==> src/eeprom_pkg.sv <==
// Constants and types shared by the on-chip serial memory block
`default_nettype none
package eeprom_pkg;
    // Clock and internal write cycle time
    localparam int unsigned CLK_MHZ = 200;
    localparam int unsigned WRITE_CYCLE_MS = 4;
    localparam int unsigned WRITE_CYCLE_CYCLES = WRITE_CYCLE_MS * 1000 * CLK_MHZ;
    localparam int unsigned BUSY_W = 20;
    // Memory geometry
    localparam int unsigned MEM_DEPTH = 16;
    localparam int unsigned MEM_AW = 4;
    // Register indices and byte addresses
    localparam logic [7:0] PORT_IO_BITS_IDX = 8'h06;
    localparam logic [7:0] STATUS_IDX = 8'h07;
    localparam logic [7:0] PORT_IO_BITS_ADDR = {PORT_IO_BITS_IDX[5:0], 2'b00};
    localparam logic [7:0] STATUS_ADDR = {STATUS_IDX[5:0], 2'b00};
    // Field positions and reset values
    localparam int unsigned SDA_BIT = 6;
    localparam int unsigned SCL_BIT = 7;
    localparam int unsigned BUSY_BIT = 0;
    localparam logic SDA_RESET = 1'b1;
    localparam logic SCL_RESET = 1'b1;
    // Control byte layout
    localparam logic [3:0] DEVICE_CODE = 4'ha;
    localparam int unsigned DIR_BIT = 0;
    localparam logic [3:0] LAST_BIT = 4'h7;
    localparam logic [3:0] ACK_SLOT = 4'h8;
    // Bus answers
    localparam logic [1:0] RESP_OKAY = 2'h0;
    localparam logic [1:0] RESP_SLVERR = 2'h2;
    // Protocol phases of the serial slave
    typedef enum logic [2:0]
    {
        ph_idle,
        ph_ctrl,
        ph_addr,
        ph_wdata,
        ph_rdata
    } phase_t;
endpackage
`default_nettype wire

==> src/port_bits_if.sv <==
// Port bits and line levels between register slave and serial core
`timescale 1ns/1ps
`default_nettype none
interface port_bits_if;
    logic sda_out;
    logic scl_out;
    logic sda_level;
    logic scl_level;
    logic busy;
    modport regs (output sda_out, output scl_out,
                  input sda_level, input scl_level, input busy);
    modport core (input sda_out, input scl_out,
                  output sda_level, output scl_level, output busy);
endinterface
`default_nettype wire

==> src/onchip_eeprom_two_wire_slave.sv <==
// Top of the on-chip serial data memory with its register slave
`timescale 1ns/1ps
`default_nettype none

// Functional notes
// - Sixteen byte memory, serial access only
// - Data bit six, clock bit seven
// - Serial lines stay internal, no pins
// - Lines always outputs, direction ignored
// - Data line open drain with pull-up
// - Clock push-pull; both bits one after reset
// - Data changes only while clock low
// - Data fall, clock high: start
// - Data rise, clock high: stop
// - One stable bit per clock pulse
// - Any byte count between start, stop
// - Receiver acknowledges every byte
// - Acknowledge holds data low whole high
// - No acknowledge during programming cycle
// - Write cycle busy up to 4 ms
// - Slave releases data on withheld acknowledge
// - Control byte: code, three ignored, direction
// - Only low four address bits used
// - Pointer advances after every byte read
module onchip_eeprom_two_wire_slave
#(
    parameter int unsigned write_cycle_cycles =
        eeprom_pkg::WRITE_CYCLE_CYCLES
)
(
    // Clock and reset
    input wire logic ref_clk,
    input wire logic rst,
    // AXI4-Lite write address and data
    input wire logic [7:0] awaddr,
    input wire logic awvalid,
    output logic awready,
    input wire logic [31:0] wdata,
    input wire logic [3:0] wstrb,
    input wire logic wvalid,
    output logic wready,
    // AXI4-Lite write response
    output logic [1:0] bresp,
    output logic bvalid,
    input wire logic bready,
    // AXI4-Lite read address and data
    input wire logic [7:0] araddr,
    input wire logic arvalid,
    output logic arready,
    output logic [31:0] rdata,
    output logic [1:0] rresp,
    output logic rvalid,
    input wire logic rready
);
    // ==========================================================
    // Declarations
    port_bits_if pb ();

    logic [7:0] mem [eeprom_pkg::MEM_DEPTH];
    eeprom_pkg::phase_t phase;
    logic [3:0] bit_cnt;
    logic [7:0] shift;
    logic pull_low;
    logic read_dir;
    logic [eeprom_pkg::MEM_AW-1:0] addr_ptr;
    logic [7:0] wbuf;
    logic wbuf_valid;
    logic [eeprom_pkg::BUSY_W-1:0] busy_cnt;
    logic sda_q;
    logic scl_q;
    logic scl_rise;
    logic scl_fall;
    logic start_cond;
    logic stop_cond;
    logic commit;
    logic ctrl_match;
    logic [7:0] rd_byte;

    // ==========================================================
    // Register slave
    axi_port_regs regs_i
    (
        .ref_clk (ref_clk),
        .rst (rst),
        .awaddr (awaddr),
        .awvalid (awvalid),
        .awready (awready),
        .wdata (wdata),
        .wstrb (wstrb),
        .wvalid (wvalid),
        .wready (wready),
        .bresp (bresp),
        .bvalid (bvalid),
        .bready (bready),
        .araddr (araddr),
        .arvalid (arvalid),
        .arready (arready),
        .rdata (rdata),
        .rresp (rresp),
        .rvalid (rvalid),
        .rready (rready),
        .pb (pb)
    );

    // ==========================================================
    // Internal line levels
    // Both lines live only between port bits and memory, no pad.
    // Clock is driven straight from its bit; data is wired-AND of
    // the port bit and the memory pull-down, pull-up supplying one.
    assign pb.scl_level = pb.scl_out;
    assign pb.sda_level = pb.sda_out & ~pull_low;
    assign pb.busy = (busy_cnt != '0);

    // Levels are on our own clock, so no synchroniser is needed
    always_ff @(posedge ref_clk or posedge rst)
    begin
        if (rst)
        begin
            sda_q <= eeprom_pkg::SDA_RESET;
            scl_q <= eeprom_pkg::SCL_RESET;
        end
        else
        begin
            sda_q <= pb.sda_level;
            scl_q <= pb.scl_level;
        end
    end

    // Bus conditions from consecutive samples
    assign scl_rise = pb.scl_level & ~scl_q;
    assign scl_fall = ~pb.scl_level & scl_q;
    // Data edges with clock held high are framing only
    assign start_cond = pb.scl_level & scl_q & sda_q &
                        ~pb.sda_level;
    assign stop_cond = pb.scl_level & scl_q & ~sda_q &
                       pb.sda_level;

    // Control byte: code in top nibble, three bits ignored
    assign ctrl_match = (shift[7:4] == eeprom_pkg::DEVICE_CODE);
    // Byte write commits only on a whole buffered byte at stop;
    // a stop mid-byte or before any data aborts with no write.
    assign commit = stop_cond && (phase == eeprom_pkg::ph_wdata) &&
                    wbuf_valid && (bit_cnt == 4'h0);
    assign rd_byte = mem[addr_ptr];

    // ==========================================================
    // Serial protocol engine
    always_ff @(posedge ref_clk or posedge rst)
    begin
        if (rst)
        begin
            phase <= eeprom_pkg::ph_idle;
            bit_cnt <= 4'h0;
            shift <= 8'h00;
            pull_low <= 1'b0;
            read_dir <= 1'b0;
            addr_ptr <= '0;
            wbuf <= 8'h00;
            wbuf_valid <= 1'b0;
        end
        else if (start_cond)
        begin
            // A start, repeated or not, always reopens addressing.
            // The master's own clock fall after start is no bit, so
            // the count sits one below zero and that fall wraps it.
            phase <= eeprom_pkg::ph_ctrl;
            bit_cnt <= 4'hf;
            pull_low <= 1'b0;
            wbuf_valid <= 1'b0;
        end
        else if (stop_cond)
        begin
            // Stop ends any operation and frees the data line
            phase <= eeprom_pkg::ph_idle;
            bit_cnt <= 4'h0;
            pull_low <= 1'b0;
            wbuf_valid <= 1'b0;
        end
        else if (phase == eeprom_pkg::ph_idle)
        begin
            // Wait for a start, ignore everything else
            pull_low <= 1'b0;
        end
        else if (scl_rise)
        begin
            // Sample on rising clock; line is stable while high
            if (bit_cnt == eeprom_pkg::ACK_SLOT)
            begin
                // Master answer after a byte we sent
                if (phase == eeprom_pkg::ph_rdata && pb.sda_level)
                begin
                    phase <= eeprom_pkg::ph_idle;
                    bit_cnt <= 4'h0;
                    pull_low <= 1'b0;
                end
            end
            else if (phase != eeprom_pkg::ph_rdata)
                shift <= {shift[6:0], pb.sda_level};
        end
        else if (scl_fall)
        begin
            if (bit_cnt == eeprom_pkg::LAST_BIT)
            begin
                // Byte done; ninth pulse carries the acknowledge
                bit_cnt <= eeprom_pkg::ACK_SLOT;
                case (phase)
                    eeprom_pkg::ph_ctrl:
                    begin
                        // Busy memory stays silent so software polls
                        if (ctrl_match && !pb.busy)
                        begin
                            pull_low <= 1'b1;
                            read_dir <= shift[eeprom_pkg::DIR_BIT];
                        end
                        else
                        begin
                            phase <= eeprom_pkg::ph_idle;
                            pull_low <= 1'b0;
                        end
                    end
                    eeprom_pkg::ph_addr:
                    begin
                        addr_ptr <= shift[eeprom_pkg::MEM_AW-1:0];
                        pull_low <= 1'b1;
                    end
                    eeprom_pkg::ph_wdata:
                    begin
                        // Later bytes replace the buffered one
                        wbuf <= shift;
                        wbuf_valid <= 1'b1;
                        pull_low <= 1'b1;
                    end
                    eeprom_pkg::ph_rdata:
                    begin
                        // Let the master drive its acknowledge
                        pull_low <= 1'b0;
                        addr_ptr <= addr_ptr + 1'b1;
                    end
                    default:
                    begin
                        phase <= eeprom_pkg::ph_idle;
                        pull_low <= 1'b0;
                    end
                endcase
            end
            else if (bit_cnt == eeprom_pkg::ACK_SLOT)
            begin
                // Acknowledge pulse over; move to the next byte
                bit_cnt <= 4'h0;
                pull_low <= 1'b0;
                case (phase)
                    eeprom_pkg::ph_ctrl:
                    begin
                        if (read_dir)
                        begin
                            phase <= eeprom_pkg::ph_rdata;
                            shift <= rd_byte;
                            pull_low <= ~rd_byte[7];
                        end
                        else
                            phase <= eeprom_pkg::ph_addr;
                    end
                    eeprom_pkg::ph_addr:
                        phase <= eeprom_pkg::ph_wdata;
                    eeprom_pkg::ph_rdata:
                    begin
                        // Master acknowledged: stream the next byte
                        shift <= rd_byte;
                        pull_low <= ~rd_byte[7];
                    end
                    default:
                        phase <= phase;
                endcase
            end
            else
            begin
                // Mid-byte: drive the next bit while clock is low
                bit_cnt <= bit_cnt + 4'h1;
                if (phase == eeprom_pkg::ph_rdata)
                begin
                    shift <= {shift[6:0], 1'b0};
                    pull_low <= ~shift[6];
                end
            end
        end
    end

    // ==========================================================
    // Memory array; written only by a committed byte write.
    // Contents carry no reset, as a stored memory would not.
    always_ff @(posedge ref_clk)
    begin
        if (commit)
            mem[addr_ptr] <= wbuf;
    end

    // Write cycle timer; pointer stays on the written location
    always_ff @(posedge ref_clk or posedge rst)
    begin
        if (rst)
            busy_cnt <= '0;
        else if (commit)
            busy_cnt <= eeprom_pkg::BUSY_W'(write_cycle_cycles);
        else if (busy_cnt != '0)
            busy_cnt <= busy_cnt - 1'b1;
    end
endmodule
`default_nettype wire

==> src/axi_port_regs.sv <==
// AXI4-Lite slave holding the general port bits and a status word
`timescale 1ns/1ps
`default_nettype none
module axi_port_regs
(
    // Clock and reset
    input wire logic ref_clk,
    input wire logic rst,
    // Write address and data
    input wire logic [7:0] awaddr,
    input wire logic awvalid,
    output logic awready,
    input wire logic [31:0] wdata,
    input wire logic [3:0] wstrb,
    input wire logic wvalid,
    output logic wready,
    // Write response
    output logic [1:0] bresp,
    output logic bvalid,
    input wire logic bready,
    // Read address and data
    input wire logic [7:0] araddr,
    input wire logic arvalid,
    output logic arready,
    output logic [31:0] rdata,
    output logic [1:0] rresp,
    output logic rvalid,
    input wire logic rready,
    // Port bits toward the serial core
    port_bits_if.regs pb
);
    logic aw_full;
    logic w_full;
    logic [7:0] aw_hold;
    logic [31:0] w_hold;
    logic [3:0] s_hold;
    logic do_write;

    assign do_write = aw_full && w_full && !bvalid;

    // ==========================================================
    // Write channels, taken in either order
    always_ff @(posedge ref_clk or posedge rst)
    begin
        if (rst)
        begin
            awready <= 1'b0;
            aw_full <= 1'b0;
            aw_hold <= 8'h00;
        end
        else if (awvalid && awready)
        begin
            awready <= 1'b0;
            aw_full <= 1'b1;
            aw_hold <= awaddr;
        end
        else if (do_write)
            aw_full <= 1'b0;
        else if (!aw_full)
            awready <= 1'b1;
    end

    always_ff @(posedge ref_clk or posedge rst)
    begin
        if (rst)
        begin
            wready <= 1'b0;
            w_full <= 1'b0;
            w_hold <= 32'h00000000;
            s_hold <= 4'h0;
        end
        else if (wvalid && wready)
        begin
            wready <= 1'b0;
            w_full <= 1'b1;
            w_hold <= wdata;
            s_hold <= wstrb;
        end
        else if (do_write)
            w_full <= 1'b0;
        else if (!w_full)
            wready <= 1'b1;
    end

    // Port bits: both lines idle high, no direction control exists
    always_ff @(posedge ref_clk or posedge rst)
    begin
        if (rst)
        begin
            pb.sda_out <= eeprom_pkg::SDA_RESET;
            pb.scl_out <= eeprom_pkg::SCL_RESET;
        end
        else if (do_write && s_hold[0] &&
                 aw_hold[7:2] == eeprom_pkg::PORT_IO_BITS_ADDR[7:2])
        begin
            pb.sda_out <= w_hold[eeprom_pkg::SDA_BIT];
            pb.scl_out <= w_hold[eeprom_pkg::SCL_BIT];
        end
    end

    // Response; status is read-only, writes to it are ignored
    always_ff @(posedge ref_clk or posedge rst)
    begin
        if (rst)
        begin
            bvalid <= 1'b0;
            bresp <= eeprom_pkg::RESP_OKAY;
        end
        else if (do_write)
        begin
            bvalid <= 1'b1;
            if (aw_hold[7:2] == eeprom_pkg::PORT_IO_BITS_ADDR[7:2] ||
                aw_hold[7:2] == eeprom_pkg::STATUS_ADDR[7:2])
                bresp <= eeprom_pkg::RESP_OKAY;
            else
                bresp <= eeprom_pkg::RESP_SLVERR;
        end
        else if (bvalid && bready)
            bvalid <= 1'b0;
    end

    // ==========================================================
    // Read channel; port bits read back the live line levels
    always_ff @(posedge ref_clk or posedge rst)
    begin
        if (rst)
        begin
            arready <= 1'b0;
            rvalid <= 1'b0;
            rdata <= 32'h00000000;
            rresp <= eeprom_pkg::RESP_OKAY;
        end
        else if (arvalid && arready)
        begin
            arready <= 1'b0;
            rvalid <= 1'b1;
            rdata <= 32'h00000000;
            rresp <= eeprom_pkg::RESP_OKAY;
            if (araddr[7:2] == eeprom_pkg::PORT_IO_BITS_ADDR[7:2])
            begin
                rdata[eeprom_pkg::SDA_BIT] <= pb.sda_level;
                rdata[eeprom_pkg::SCL_BIT] <= pb.scl_level;
            end
            else if (araddr[7:2] == eeprom_pkg::STATUS_ADDR[7:2])
                rdata[eeprom_pkg::BUSY_BIT] <= pb.busy;
            else
                rresp <= eeprom_pkg::RESP_SLVERR;
        end
        else if (rvalid && rready)
        begin
            rvalid <= 1'b0;
            arready <= 1'b1;
        end
        else if (!rvalid)
            arready <= 1'b1;
    end
endmodule
`default_nettype wire

==> config.mk <==
export PLATFORM = sky130hd
export DESIGN_NAME = onchip_eeprom_two_wire_slave
export DESIGN_NICKNAME = d
export VERILOG_FILES = /design/src/eeprom_pkg.sv /design/src/port_bits_if.sv /design/src/onchip_eeprom_two_wire_slave.sv /design/src/axi_port_regs.sv
export SDC_FILE = /design/constraint.sdc
export NUM_CORES = 1
export LEC_CHECK = 0
export BUFFER_PORTS_ARGS = -buffer_cell sky130_fd_sc_hd__buf_2
export CORE_MARGIN = 4
export CORE_UTILIZATION = 37
export DETAILED_ROUTE_END_ITERATION = 7
export PLACE_DENSITY = 0.52
export SYNTH_ARGS = -nofsm -noshare
export SYNTH_HDL_FRONTEND = slang
export SYNTH_SLANG_ARGS = --single-unit
export TNS_END_PERCENT = 100
==> constraint.sdc <==
create_clock -name ref_clk -period 3.4 [get_ports ref_clk]
set_input_delay 0.17 -clock ref_clk [delete_from_list [all_inputs] [get_ports ref_clk]]
set_output_delay 0.17 -clock ref_clk [all_outputs]
set_load 0.005 [all_outputs]
==> results of run 1 <==
-- cells by family after synthesis --
family / count (synthesis) / synth area share, %
compound gates: 80 / 6.39
xor+xnor: 19 / 1.81
fa+ha+maj: 11 / 1.50
buf+inv: 71 / 4.62
flops: 203 / 62.4
mux: 69 / 12.2
other cells: 1 / 0.0409
simple gates: 180 / 11.1
-- path summary, 6_finish.rpt --
| check | startpoint | cells past startpoint | slack [ns] | endpoint |
|---|---|---|---|---|
| worst min register to register | regs_i.pb.scl_out$_DFFE_PP1P_ | 0 | 0.40 | scl_q$_DFF_PP1_ |
| worst min-delay path | araddr[5] | 3 | 0.02 | regs_i.rdata[7]$_DFFE_PP0P_ |
| worst max register to register | bit_cnt[0]$_DFFE_PP0P_ | 7 | 0.36 | mem[4][4]$_DFFE_PP_ |
| min in group asynchronous | rst | 3 | 0.24 | regs_i.aw_hold[6]$_DFFE_PP0P_ |
| max in group asynchronous | rst | 4 | 2.07 | addr_ptr[0]$_DFFE_PP0P_ |
| worst max-delay path | bit_cnt[0]$_DFFE_PP0P_ | 7 | 0.36 | mem[4][4]$_DFFE_PP_ |
-- per-layer routing --
layer | wire length [um] | track usage [%] | up-vias
met1 | 8120 | 17.8 | 2687
met2 | 9600 | 24.6 | 138
met4 | 349 | 3.41 | 0
met5 | 0 | 0 | -
li1 | - | - | 2480
met3 | 1230 | 3.40 | 28
-- cell usage after synthesis, drive strengths merged (14+ instances only) --
library cell,n,area (um2)
mux2,30,342
edfxtp,128,3840
mux4,31,698
buf,40,277
nor2,36,135
xor2,14,123
dfrtp,71,1780
clkbuf,14,83.8
nand2,40,150
and2,15,93.8
o21ai,23,119
inv,17,63.8
-- worst max-delay path: cells and delay by family, from the launching register on --
| kind | cells | cell delay (ns) |
|---|---|---|
| buffers and inverters | 1 | 0.09 |
| flip-flops | 1 | 0.42 |
| AND/OR/NAND/NOR | 5 | 1.94 |
| adder cells (fa/ha/maj) | 1 | 0.21 |
-- cell type report --
cell class | instances | area (um2) | share of cell area (%)
Sequential cell | 203 | 5730 | 54.4
Multi-Input combinational cell | 390 | 3140 | 29.8
Inverter | 17 | 63.8 | 0.606
Clock inverter | 12 | 100 | 0.950
Timing Repair Buffer | 62 | 435 | 4.13
Tap cell | 324 | 405 | 3.85
Clock buffer | 32 | 661 | 6.27
-- sequential cells by signal, indices dropped and copies added (netlist names), 2 cells and up --
signal,count
mem,128
regs_i.w_hold,2
shift,8
busy_cnt,20
regs_i.aw_hold,6
wbuf,8
regs_i.rdata,3
addr_ptr,4
bit_cnt,4
phase,3
-- cells in the final DEF (no fill, tap or decap), drive strengths merged, types with 4 or more instances in the layout --
| master | n |
|---|---|
| a21oi | 11 |
| a221oi | 6 |
| a22o | 9 |
| a31oi | 4 |
| and2 | 15 |
| and3 | 5 |
| buf | 43 |
| clkbuf | 32 |
| clkinv | 8 |
| conb | 31 |
| dfrtp | 71 |
| dfstp | 4 |
| dlygate4sd3 | 19 |
| edfxtp | 128 |
| ha | 11 |
| inv | 18 |
| mux2 | 30 |
| mux2i | 8 |
| mux4 | 31 |
| nand2 | 40 |
| nand2b | 6 |
| nand3 | 7 |
| nand3b | 8 |
| nand4 | 11 |
| nand4b | 4 |
| nor2 | 36 |
| nor2b | 6 |
| nor3 | 10 |
| nor3b | 6 |
| nor4 | 5 |
| o211ai | 4 |
| o21ai | 23 |
| or3 | 4 |
| xnor2 | 5 |
| xor2 | 14 |
-- metrics by stage --
stage | hold slack (ns) | util [%]
2_1_floorplan | 0.263 | -
3_3_place_gp | 0.228 | 39.3
3_5_place_dp | 0.236 | 39.3
4_1_cts | 0.00107 | 43.2
5_1_grt | 0.0151 | 43.2
6_report | 0.0197 | 43.2
-- timing repair --
item / CTS / global route
gates resized for setup: 0 / 0
setup buffers: 0 / 0
hold endpoints to repair: 39 / 0
endpoints found under the setup margin: 0 / 0
hold buffers: 19 / 0
-- power by group --
part / switching (mW) / internal [mW]
combinational: 0.181 / 0.168
sequential: 0.0674 / 2.72
clock: 0.984 / 1.44
==> metrics, run 1 <==
outcome finished clean; Tmin final 3.04 ns; Post-Syn Instances 634; Final Hold Fails 0; CTS clk-pin slew, worst paths 0.06 ns; Yosys cell types 72; RSZ-0062 raised after global routing no; initial antenna violation count 0; Max IR drop VDD 0.402 mV; first-pass iteration count of the detailed router 5; Synth-to-Final Area Change 14.8%; CTS root buf clkbuf_16; vias per cell 5.13; largest net degree at the start of global routing 53; per-cell routed wire length 18.6 um; Clock Latency Late Sink 0.52 ns; crit path max fanout 9; Post-layout nets 768; DRC 0; # rows 57; skew final 0.0124 ns; Max Slew Vio Count 0; Worst path max stage delay 0.57 ns; Worst EP arrival 3.18 ns; final setup violation count 0; GRT Overall Usage 14.1%; Clock Sinks 203; vias 5333; CP Data Required Time 3.55 ns; Final period util 89.3%; fill cell count 2264; post-route insts no fill 1040; drt total wl 19300 um; leakage power 3.70 nW; crit start category register; Cell Pwr Density 528 nW/um2; H-tree levels 1; number of port buffers 31; clock buffer depth 3; Fmax 0.329 GHz; CTS Buf Count 24; Fin Setup TNS 0 ns; Async SR Flop Fraction 36.9%; layout cell share with drive strength beyond 1 22.6%; CP cell instances inv_1, ha_1, nor2b_1, nand3b_1, or3_1, nor3b_1, and2_1; Cell Count Post-Placement 977; Critical Path Sink Type register; Die W 166 um; max-cap viol count 0; fin area 10500 um2; antenna viol nets, final 0; post-synthesis cell area 9180 um2; dpl hpwl 12600 um; Initial Util 37.6%; register bit total from synthesis 203; Core Area 24400 um2; Worst Tran Pin Value 0.755 ns; register area share after synthesis 62.4%; slew margin rel. 49.7%; antenna cells 0; gpl congestion 0.838; worst setup path class register to register; synthesized area per cell 14.5 um2; gr ovfl total 0; Hold WC Path Type input pin to register; ys flop type edfxtp_1; Worst Setup Slack, final 0.363 ns; placed inst area 9580 um2; CP max-delay cell or3_1; die area 27400 um2; first-pass GRT wire length 29700 um; Chip Height 166 um; Synth warnings 0; pre-CTS setup slack 0.382 ns; Pwr Total 5.56 mW; Boundary Pins 100; vias in the first global route 5370; Starting DRT DRC Count 430; CTS tree done; number of flops mapped to enable cells by yosys 128
Power figures use the tool's default switching activity.
==> run 2: changes to the inputs <==
--- a/config.mk
+++ b/config.mk
@@ -12,5 +12,6 @@
 export PLACE_DENSITY = 0.52
 export SYNTH_ARGS = -nofsm -noshare
 export SYNTH_HDL_FRONTEND = slang
+export SYNTH_HIERARCHICAL = 1
 export SYNTH_SLANG_ARGS = --single-unit
 export TNS_END_PERCENT = 100
==> metrics, run 2 <==
Initial Util 38.1% (+0.45 points); clock buffer depth 3 (unchanged); CP Data Required Time 3.56 ns (about the same); CTS root buf clkbuf_16; antenna viol nets, final 0 (unchanged); area leader, netlist edfxtp_1; post-layout util 43.7% (+0.56 points); P_int 4.31 mW (-0.43%); first-pass GRT wire length 29600 um (-0.54%); drt total wl 18800 um (-2.4%); Worst Tran Pin Value 1.05 ns (+0.296 ns); antenna cells 0 (unchanged); Final Hold Fails 0 (unchanged); Cell Pwr Density 536 nW/um2 (+1.5%); die area 27000 um2 (-1.4%); RSZ-0062 raised after global routing no; Async SR Flop Fraction 36.9% (unchanged); Buffers & Inverters on Critical Path 1 (unchanged); NetSw 1.26 mW (+2.0%); Yosys cell types 66 (-8.3%); DRC 0 (unchanged); Clock Latency Late Sink 0.52 ns (about the same); slew margin rel. 30.0% (-20 points); leakage power 3.57 nW (-3.4%); Worst path max stage delay 0.59 ns (+0.02 ns); Final period util 78.6% (-11 points); Resized Gates After CTS 0 (unchanged); Synth-to-Final Area Change 14.9%; Clk pwr share 43.0% (-0.6 points); Critical Path Sink Type register; fin area 10400 um2 (-1.4%); layout cell share with drive strength beyond 1 22.5% (-0.13 points); outcome finished clean; max-cap viol count 0 (unchanged); hold path depth 3 (unchanged); gr ovfl total 0 (unchanged); worst setup path class register to register; initial antenna violation count 0 (unchanged); Starting DRT DRC Count 396 (-7.9%); most frequent cells after synthesis edfxtp_1, dfrtp_1, nor2_1; Post-layout nets 751 (-2.2%); Tmin final 2.67 ns (-0.365 ns); Sw Ratio 22.5% (+0.41 points); gpl congestion 0.811 (-3.3%); CTS Buf Count 23 (-4.2%); dpl hpwl 12300 um (-2.5%); post-synthesis cell area 9040 um2 (-1.5%); uppermost layer routed met4; Pwr Total 5.57 mW (about the same); final setup violation count 0 (unchanged); ranking of synthesized cells by area edfxtp_1, dfrtp_1, mux4_2; number of port buffers 31 (unchanged); crit start category register; vias 5183 (-2.8%); sequential power share 50.5% (+0.4 points); Boundary Pins 100 (unchanged); register area share after synthesis 63.3% (+0.92 points); crit path max fanout 8 (-1); Post-Syn Instances 621 (-2.1%); met3 WL 831 um (-32%); placed inst area 9490 um2 (-0.99%); CTS clk-pin slew, worst paths 0.06 ns (about the same); Max IR drop VDD 0.413 mV (+2.8%); CP max-delay cell dfstp_2; CP delay by family, top simple AND/OR/NAND/NOR gates; Fmax 0.374 GHz (+14%); most frequent cell after synthesis edfxtp_1; Worst EP arrival 2.83 ns (-0.35 ns); Critical Path Stages 6 (-1); setup repair bufs after CTS 0 (unchanged); ys flop type edfxtp_1; CTS tree done; Fin Setup TNS 0 ns (unchanged); CP cell instances ha_1, inv_1, nor3_1, and3_1, nor3b_1, and2_1; synthesized area per cell 14.6 um2 (+0.60%); Die W 164 um (-0.70%); R2R depth 6 (-1); commonest non-fill, non-tap cells in the layout edfxtp_1, dfrtp_1, nor2_1; # rows 56 (-1.8%); H-tree levels 1 (unchanged); first-pass iteration count of the detailed router 5 (unchanged); per-cell routed wire length 18.5 um (-0.24%); skew final 0.0209 ns (+0.00843 ns); Largest regs mem: 128 flops, busy_cnt: 20 flops; Comb pwr share 6.6% (+0.3 points); Max Slew Vio Count 0 (unchanged); DR WL met2 8950 um (-6.8%); vias in the first global route 5299 (-1.3%); Synth warnings 6 (+6); Chip Height 164 um (-0.70%); number of flops mapped to enable cells by yosys 128 (unchanged); WHS 0.0917 ns (+0.0721 ns); register bit total from synthesis 203 (unchanged); GRT Overall Usage 14.1% (about the same); share of the synthesized area in the top cell type 42.5% (+0.62 points); vias per cell 5.10 (-0.61%); Core Area 23800 um2 (-2.6%); Hold WC Path Type input pin to register; largest net degree at the start of global routing 31 (-42%); Clock Sinks 203 (unchanged); commonest non-fill, non-tap cell in the layout edfxtp_1; Routed met1 length 8710 um (+7.3%); max reg flops 128 (unchanged); fill cell count 2151 (-5.0%); Top reg by flops mem
[run 2: worst min-delay path, cell delays in order]
cell	delay, ns
buf_2	0.10
nor4_4	0.05
a32o_1	0.25
[run 2: repair_timing]
item | in CTS | in global routing
hold buffers | 17 | 0
endpoints found under the hold margin | 61 | 0
endpoints found under the setup margin | 0 | 0
[run 2: power by group through the flow]
stage	registers [mW]	clock network, mW	logic (mW)
after floorplan	2.84	0	0.288
after global placement	2.85	0	0.344
after detailed placement	2.86	0	0.355
after CTS	2.81	2.46	0.371
after global routing	2.83	2.58	0.414
final	2.81	2.39	0.367
[run 2: cell type report]
cell class / instances / area [um2] / area share (%)
Multi-Input combinational cell: 368 / 3000 / 28.9
Sequential cell: 203 / 5730 / 55.1
Clock inverter: 14 / 139 / 1.34
Inverter: 22 / 82.6 / 0.795
Clock buffer: 28 / 594 / 5.72
Tap cell: 319 / 399 / 3.84
Timing Repair Buffer: 63 / 450 / 4.33
[run 2: per-stage QoR]
| stage | setup slack, ns | instances |
|---|---|---|
| after floorplan | 0.839 | 651 |
| after global placement | 0.818 | 958 |
| after detailed placement | 0.777 | 958 |
| after CTS | 0.759 | 1017 |
| after global routing | 0.523 | 1017 |
| final | 0.728 | 1017 |
[run 2: logic make-up after synthesis]
logic type / Yosys count / synth area share (%)
other: 1 / 0.0415
flip-flops: 203 / 63.3
AO/OA/AOI/OAI: 72 / 5.35
XOR/XNOR: 19 / 1.84
buffers and inverters: 80 / 4.79
adder cells (fa/ha/maj): 11 / 1.52
AND/OR/NAND/NOR: 165 / 10.6
multiplexers: 70 / 12.6
[run 2: final timing paths]
check	startpoint	endpoint	slack [ns]
min	araddr[7]	regs_i/rdata[6]$_DFFE_PP0P_	0.09
max	regs_i/pb.scl_out$_DFFE_PP1P_	mem[2][1]$_DFFE_PP_	0.73
max reg2reg	regs_i/pb.scl_out$_DFFE_PP1P_	mem[2][1]$_DFFE_PP_	0.73
min in group asynchronous	rst	wbuf_valid$_DFFE_PP0P_	0.26
min reg2reg	regs_i/pb.scl_out$_DFFE_PP1P_	scl_q$_DFF_PP1_	0.41
max in group asynchronous	rst	phase[2]$_DFFE_PP0P_	2.34
[run 2: routing by layer]
metal  GRT usage [%]  up-vias
met5               0        -
met4            3.16        0
met3            2.31       26
met2            23.0      127
met1            20.0     2637
li1                -     2393
